## src/design/wdog_pkg.sv

```systemverilog
// Constants shared by the watchdog control block
`default_nettype none
package wdog_pkg;
	// ------------------------------------------------------------
	// Register access
	// ------------------------------------------------------------
	localparam int IO_ADDR_W = 6;
	localparam int DATA_W = 8;
	localparam logic [IO_ADDR_W-1:0] WDOG_CTRL_ADDR = 6'h21;
	localparam logic [DATA_W-1:0] CTRL_RESET = 8'h00;
	localparam logic [DATA_W-1:0] READ_IDLE = 8'h00;

	// ------------------------------------------------------------
	// Control field layout
	// ------------------------------------------------------------
	localparam int UNLOCK_BIT = 4;
	localparam int ENABLE_BIT = 3;
	localparam int SEL_MSB = 2;
	localparam int SEL_LSB = 0;
	localparam int SEL_W = 3;
	localparam logic [SEL_W-1:0] SEL_RESET = 3'h0;

	// ------------------------------------------------------------
	// Timing
	// ------------------------------------------------------------
	localparam int UNLOCK_CNT_W = 3;
	localparam logic [UNLOCK_CNT_W-1:0] UNLOCK_HOLD_CYCLES = 3'h4;
	localparam logic [UNLOCK_CNT_W-1:0] UNLOCK_CNT_RESET = 3'h0;
	// Nominal watchdog oscillator rate, informational
	localparam int WDOG_OSC_FREQ_KHZ = 1000;
	// Shortest time-out is 2**14 = 16K oscillator cycles
	localparam int TIMEOUT_BASE_LOG2 = 14;
	localparam int COUNT_W = 21;
	localparam logic [COUNT_W-1:0] COUNT_RESET = 21'h000000;
	localparam int SHIFT_W = 5;
endpackage
`default_nettype wire

```

## src/design/watchdog_timer_control.sv

```systemverilog
// Watchdog timer with control register, unlock window and reset request
// ------------------------------------------------------------
// What this block does
// - Count time-out on separate watchdog oscillator
// - Kick restarts counter from zero
// - Expired period raises a one-cycle reset request
// - Select field: 16K cycles doubling to 2048K
// - Enable bit runs or stops watchdog
// - Enable clear ignored unless unlock set
// - Unlock bit self-clears after four cycles
// - Upper three control bits read zero
// ------------------------------------------------------------
`default_nettype none
module watchdog_timer_control
	import wdog_pkg::*;
#(
	parameter int base_log2 = TIMEOUT_BASE_LOG2
)
(
	input wire logic mclk,
	input wire logic resetn,
	input wire logic ce,
	input wire logic wdog_osc,
	input wire logic kick_instruction,
	input wire logic [IO_ADDR_W-1:0] io_addr,
	input wire logic [DATA_W-1:0] io_wdata,
	input wire logic io_we,
	input wire logic io_re,
	output logic [DATA_W-1:0] io_rdata,
	output logic wdog_reset_req
);
	logic osc_tick;
	logic ctrl_wr;
	logic ctrl_rd;

	logic wdog_enable_ff;
	logic turn_off_unlock_ff;
	logic [SEL_W-1:0] timeout_select_ff;
	logic [UNLOCK_CNT_W-1:0] unlock_cnt_ff;
	logic nxt_wdog_enable;
	logic nxt_turn_off_unlock;
	logic [SEL_W-1:0] nxt_timeout_select;
	logic [UNLOCK_CNT_W-1:0] nxt_unlock_cnt;

	logic [COUNT_W-1:0] count_ff;
	logic reset_req_ff;
	logic [COUNT_W-1:0] nxt_count;
	logic nxt_reset_req;
	logic [SHIFT_W-1:0] shift_amt;
	logic [COUNT_W-1:0] limit_m1;

	logic [DATA_W-1:0] rdata_ff;
	logic [DATA_W-1:0] nxt_rdata;
	logic [DATA_W-1:0] ctrl_view;

	// ------------------------------------------------------------
	// Oscillator edge
	// ------------------------------------------------------------
	// separate oscillator, synchronised
	osc_edge_detect u_osc_edge
	(
		.mclk(mclk),
		.resetn(resetn),
		.ce(ce),
		.osc_in(wdog_osc),
		.rise(osc_tick)
	);

	assign ctrl_wr = io_we && (io_addr == WDOG_CTRL_ADDR);
	assign ctrl_rd = io_re && (io_addr == WDOG_CTRL_ADDR);

	// ------------------------------------------------------------
	// Control register
	// ------------------------------------------------------------
	always_comb
	begin
		nxt_wdog_enable = wdog_enable_ff;
		nxt_turn_off_unlock = turn_off_unlock_ff;
		nxt_timeout_select = timeout_select_ff;
		nxt_unlock_cnt = unlock_cnt_ff;
		if (ce)
		begin
			if (turn_off_unlock_ff)
			begin
				if (unlock_cnt_ff == UNLOCK_CNT_RESET)
				begin
					nxt_turn_off_unlock = 1'b0;
				end
				else
				begin
					nxt_unlock_cnt = unlock_cnt_ff - 3'h1;
				end
			end
			if (ctrl_wr)
			begin
				nxt_timeout_select = io_wdata[SEL_MSB:SEL_LSB];
				if (io_wdata[UNLOCK_BIT])
				begin
					nxt_turn_off_unlock = 1'b1;
					nxt_unlock_cnt = UNLOCK_HOLD_CYCLES - 3'h1;
				end
				if (io_wdata[ENABLE_BIT])
				begin
					nxt_wdog_enable = 1'b1;
				end
				else if (turn_off_unlock_ff)
				begin
					nxt_wdog_enable = 1'b0;
				end
			end
		end
	end

	always_ff @(posedge mclk or negedge resetn)
	begin
		if (!resetn)
		begin
			wdog_enable_ff <= CTRL_RESET[ENABLE_BIT];
			turn_off_unlock_ff <= CTRL_RESET[UNLOCK_BIT];
			timeout_select_ff <= SEL_RESET;
			unlock_cnt_ff <= UNLOCK_CNT_RESET;
		end
		else
		begin
			wdog_enable_ff <= nxt_wdog_enable;
			turn_off_unlock_ff <= nxt_turn_off_unlock;
			timeout_select_ff <= nxt_timeout_select;
			unlock_cnt_ff <= nxt_unlock_cnt;
		end
	end

	// ------------------------------------------------------------
	// Time-out counter
	// ------------------------------------------------------------
	// limit doubles per select step
	assign shift_amt = SHIFT_W'(base_log2) + SHIFT_W'(timeout_select_ff);
	assign limit_m1 = ~({COUNT_W{1'b1}} << shift_amt);

	// Compare with >= so a smaller select never skips past the limit
	always_comb
	begin
		nxt_count = count_ff;
		nxt_reset_req = reset_req_ff;
		if (ce)
		begin
			nxt_reset_req = 1'b0;
			if (!wdog_enable_ff)
			begin
				nxt_count = COUNT_RESET;
			end
			else if (kick_instruction)
			begin
				nxt_count = COUNT_RESET;
			end
			else if (osc_tick)
			begin
				if (count_ff >= limit_m1)
				begin
					nxt_count = COUNT_RESET;
					nxt_reset_req = 1'b1;
				end
				else
				begin
					nxt_count = count_ff + 21'h000001;
				end
			end
		end
	end

	always_ff @(posedge mclk or negedge resetn)
	begin
		if (!resetn)
		begin
			count_ff <= COUNT_RESET;
			reset_req_ff <= 1'b0;
		end
		else
		begin
			count_ff <= nxt_count;
			reset_req_ff <= nxt_reset_req;
		end
	end

	// ------------------------------------------------------------
	// Read path
	// ------------------------------------------------------------
	// reserved bits read zero
	always_comb
	begin
		ctrl_view = READ_IDLE;
		ctrl_view[UNLOCK_BIT] = turn_off_unlock_ff;
		ctrl_view[ENABLE_BIT] = wdog_enable_ff;
		ctrl_view[SEL_MSB:SEL_LSB] = timeout_select_ff;
	end

	always_comb
	begin
		nxt_rdata = rdata_ff;
		if (ce)
		begin
			if (ctrl_rd)
			begin
				nxt_rdata = ctrl_view;
			end
			else
			begin
				nxt_rdata = READ_IDLE;
			end
		end
	end

	always_ff @(posedge mclk or negedge resetn)
	begin
		if (!resetn)
		begin
			rdata_ff <= READ_IDLE;
		end
		else
		begin
			rdata_ff <= nxt_rdata;
		end
	end

	assign io_rdata = rdata_ff;
	assign wdog_reset_req = reset_req_ff;
endmodule
`default_nettype wire

```

## src/design/osc_edge_detect.sv

```systemverilog
// Synchroniser and rising-edge detector for the watchdog oscillator
`default_nettype none
module osc_edge_detect
(
	input wire logic mclk,
	input wire logic resetn,
	input wire logic ce,
	input wire logic osc_in,
	output logic rise
);
	logic sync1_ff;
	logic sync2_ff;
	logic prev_ff;
	logic rise_ff;
	logic nxt_sync1;
	logic nxt_sync2;
	logic nxt_prev;
	logic nxt_rise;

	// ------------------------------------------------------------
	// Next state
	// ------------------------------------------------------------
	// First stage feeds only the second stage
	always_comb
	begin
		nxt_sync1 = sync1_ff;
		nxt_sync2 = sync2_ff;
		nxt_prev = prev_ff;
		nxt_rise = rise_ff;
		if (ce)
		begin
			nxt_sync1 = osc_in;
			nxt_sync2 = sync1_ff;
			nxt_prev = sync2_ff;
			nxt_rise = sync2_ff & ~prev_ff;
		end
	end

	always_ff @(posedge mclk or negedge resetn)
	begin
		if (!resetn)
		begin
			sync1_ff <= 1'b0;
			sync2_ff <= 1'b0;
			prev_ff <= 1'b0;
			rise_ff <= 1'b0;
		end
		else
		begin
			sync1_ff <= nxt_sync1;
			sync2_ff <= nxt_sync2;
			prev_ff <= nxt_prev;
			rise_ff <= nxt_rise;
		end
	end

	assign rise = rise_ff;
endmodule
`default_nettype wire

```

## config.mk

```make
export PLATFORM = sky130hd
export DESIGN_NAME = watchdog_timer_control
export DESIGN_NICKNAME = d
export VERILOG_FILES = /design/src/design/wdog_pkg.sv /design/src/design/watchdog_timer_control.sv /design/src/design/osc_edge_detect.sv
export SDC_FILE = /design/constraint.sdc
export NUM_CORES = 1
export LEC_CHECK = 0
export ABC_AREA = 1
export BUFFER_PORTS_ARGS = -buffer_cell sky130_fd_sc_hd__buf_2
export CORE_MARGIN = 2
export CORE_UTILIZATION = 54
export CTS_CLUSTER_SIZE = 40
export DETAILED_ROUTE_END_ITERATION = 16
export PLACE_DENSITY = 0.84
export SETUP_SLACK_MARGIN = 0.15
export SYNTH_ARGS = -nofsm -noshare
export SYNTH_HDL_FRONTEND = slang
export SYNTH_SLANG_ARGS = --single-unit
```

## constraint.sdc

```tcl
create_clock -name mclk -period 2.5 [get_ports mclk]
set_input_delay 0.375 -clock mclk [delete_from_list [all_inputs] [get_ports mclk]]
set_output_delay 0.375 -clock mclk [all_outputs]
set_load 0.01 [all_outputs]
```

==> impl_metrics.yaml <==
power_and_ir_drop:
  powerDensity_nw_per_um2: 431
  vdd_drop_max_uv: 416
  p_leak_nw: 1.80
  totalPowerFinal_mw: 1.61
die:
  ios: 30
  die_h_um: 78.8
  initial_core_util_pct: 55.3
  core_um2: 5470
  die_w_um: 78.8
  die_area_um2: 6210
  num_rows: 27
placed_design:
  hpwl_um: 5140
  gp_congestion: 0.887
  portBuffers: 23
  dp_cells: 526
  place_area_um2: 3260
sta:
  finalCriticalPeriod_ns: 2.27
  rsz0062_at_grt: "true"
  finalHoldViolCount: 0
  clock.fmax_ghz: 0.440
  skew_ns: 0.00658
  drv_slew: 0
  tightest_slew_ns: 0.890
  max_slew_margin_pct: 40.7
  period_share_pct: 90.8
  setup_viol_count_final: 0
synth:
  yosysSeqAreaShare_pct: 32.3
  yosys.cell_count.top_type: "nand2_1"
  synth_top_area_share_pct: 32.3
  ys_warn_count: 0
  ys_top_cells_by_area: "dfrtp_1 (32%), nand2_1 (18%), ha_1 (8.3%)"
  avgSynthCellArea_um2: 7.10
  synthArstFlopShare_pct: 100
  syn_area_um2: 3020
  synthTopCellsByCount: "nand2_1 (145), nor2_1 (50), inv_1 (41), dfrtp_1 (39)"
  synthFlopType: "dfrtp_1"
  ys_seq_elements: 39
  synth_edf_count: 0
  synth_cell_type_count: 37
  synth_top_area_cell: "dfrtp_1"
  syn_inst: 426
cts:
  cts_buffer_depth: 2
  ctsHoldBuffers: 0
  cts_tree: "done"
  clkSlewWorstSetupHoldPaths_ns: 0.08
  root_buffer: "clkbuf_8"
  cts_buffers: 5
  clock_latency_ns: 0.30
  htree_num_levels: 2
  cts_sinks: 39
global_route:
  grt_overflow: 0
  grt_pass1_vias: 2789
  antenna_found_initial: 0
  grt_pass1_wl_um: 12500
  grt_max_degree: 40
  grt.total_usage_pct: 25.3
critical_path:
  critical-path-top-delay-family: "simple AND/OR/NAND/NOR gates"
  worstPathRequired_ns: 2.69
  max_stage_delay_ns: 0.36
  cp-end-kind: "flip-flop"
  reg2reg_from: "timeout_select_ff[2]"
  cp.buffers_inverters: 3
  reg2reg_depth: 15
  rr_endpoint: "count_ff[20]"
  setup.worst_path.start: "timeout_select_ff[2]"
  critical_path_depth: 15
  arrival_ns: 2.46
  setup.worst_path.start_class: "flip-flop"
  crit_end: "count_ff[20]"
  regToRegSetupSlack_ns: 0.23
  crit_type: "reg2reg"
  crit_fanout: 7
  critPathSlowestCell: "dfrtp_1"
  path_cells: "inv_2 -> buf_6 -> ha_4 -> or2_4 -> ha_4 -> nand2_2 -> nor2_4 -> nand2_2 -> nor2_4 -> nand2_2 -> nor2_4 -> nor2_4 -> buf_6 -> nand3_2 -> nand2_2"
finish:
  drive_gt1_share_pct: 29.7
  area_delta_synth_final_pct: 23.3
  diodes: 0
  final_nets: 518
  final_cells: 550
  final_util_pct: 68.2
  fin_area_um2: 3730
drt:
  ant_nets: 0
  via_per_inst: 5.24
  drt_iter0_drc: 216
  vias: 2884
  first_pass_iters: 4
  wirelength_um: 7560
  avgRoutedWirePerCell_um: 13.7
  drc: 0
min_path:
  holdCritPathClass: "in2async"
job:
  cap_viol_max_count: 0
status:
  status: "finished, final reports clean"
-- power by group --
part           internal [mW]  switching (mW)  leakage [nW]  total [mW]
Combinational          0.162           0.199          1.22       0.362
Sequential             0.670          0.0252         0.520       0.695
Clock                  0.301           0.251        0.0548       0.552
-- per-stage QoR --
step	setup WS (ns)	TNS, ns	hold WS [ns]
final	0.230	0	0.184
after floorplan	0.174	0	0.0794
after detailed placement	-0.243	-3.65	0.462
after global routing	0.121	0	0.263
after global placement	-0.117	-0.896	0.445
after CTS	0.144	0	0.226
-- cell families (layout without fill, tap and decap cells) --
family / Yosys count / count (layout) / share of synthesized area [%]
AOI/OAI and AO/OA: 32 / 32 / 6.00
xor gates and xnor gates: 5 / 5 / 1.45
adders and majority gates: 20 / 20 / 8.27
buffers and inverters: 61 / 108 / 9.06
DFF: 39 / 39 / 32.3
other: 1 / 5 / 0.124
and+or+nand+nor: 268 / 269 / 42.8
-- metal layers --
metal / GRT usage (%) / vias up / wire length [um]
met3: 4.32 / 12 / 461
met2: 45.0 / 101 / 3780
li1: - / 1435 / -
met5: 0 / - / 0
met4: 7.59 / 0 / 111
met1: 31.4 / 1336 / 3210
-- cell usage in the layout, fill, tap and decap left out, types with 2 or more instances in the layout --
master	instances
a21oi_1	6
buf_2	23
buf_4	21
buf_6	7
clkbuf_8	5
conb_1	5
dfrtp_1	39
ha_1	12
ha_4	8
inv_1	37
inv_2	8
nand2_1	136
nand2_2	18
nand2_4	2
nand3_1	12
nand3_2	19
nand3_4	3
nand4_1	6
nor2_1	46
nor2_2	9
nor2_4	8
nor3_1	4
o21ai_0	12
o21ai_1	3
o21bai_1	2
o31ai_1	4
xnor2_1	2
xor2_1	3
-- timing repair --
item	4_1_cts	5_1_grt
hold endpoints to repair	0	0
gates cloned	1	1
setup buffers	6	8
endpoints found under the setup margin	22	22
gates resized for setup	14	38
pin swaps	7	13
-- state kept, by name (all words and copies together), names as in the netlist --
| register | count |
|---|---|
| u_osc_edge.rise | 1 |
| u_osc_edge.prev_ff | 1 |
| unlock_cnt_ff | 3 |
| wdog_enable_ff | 1 |
| turn_off_unlock_ff | 1 |
| wdog_reset_req | 1 |
| io_rdata | 5 |
| timeout_select_ff | 3 |
| count_ff | 21 |
| u_osc_edge.sync1_ff | 1 |
| u_osc_edge.sync2_ff | 1 |
-- area by class of cell --
type	instances	area, um2
flip-flops and latches	39	976
fillers	461	1740
clock inverters	3	46.3
repair buffers	53	374
well taps	72	90.1
multi-input cells	331	2000
clock buffers	5	68.8
inverters	47	179
-- how the worst min path moves through the flow --
stage	endpoint	depth (start not counted)
after floorplan	count_ff[0]	0
after global placement	u_osc_edge.rise	1
after detailed placement	u_osc_edge.rise	1
after CTS	count_ff[18]	1
after global routing	count_ff[18]	1
final	count_ff[17]	1
No activity file was read; power rests on OpenSTA's default activity.
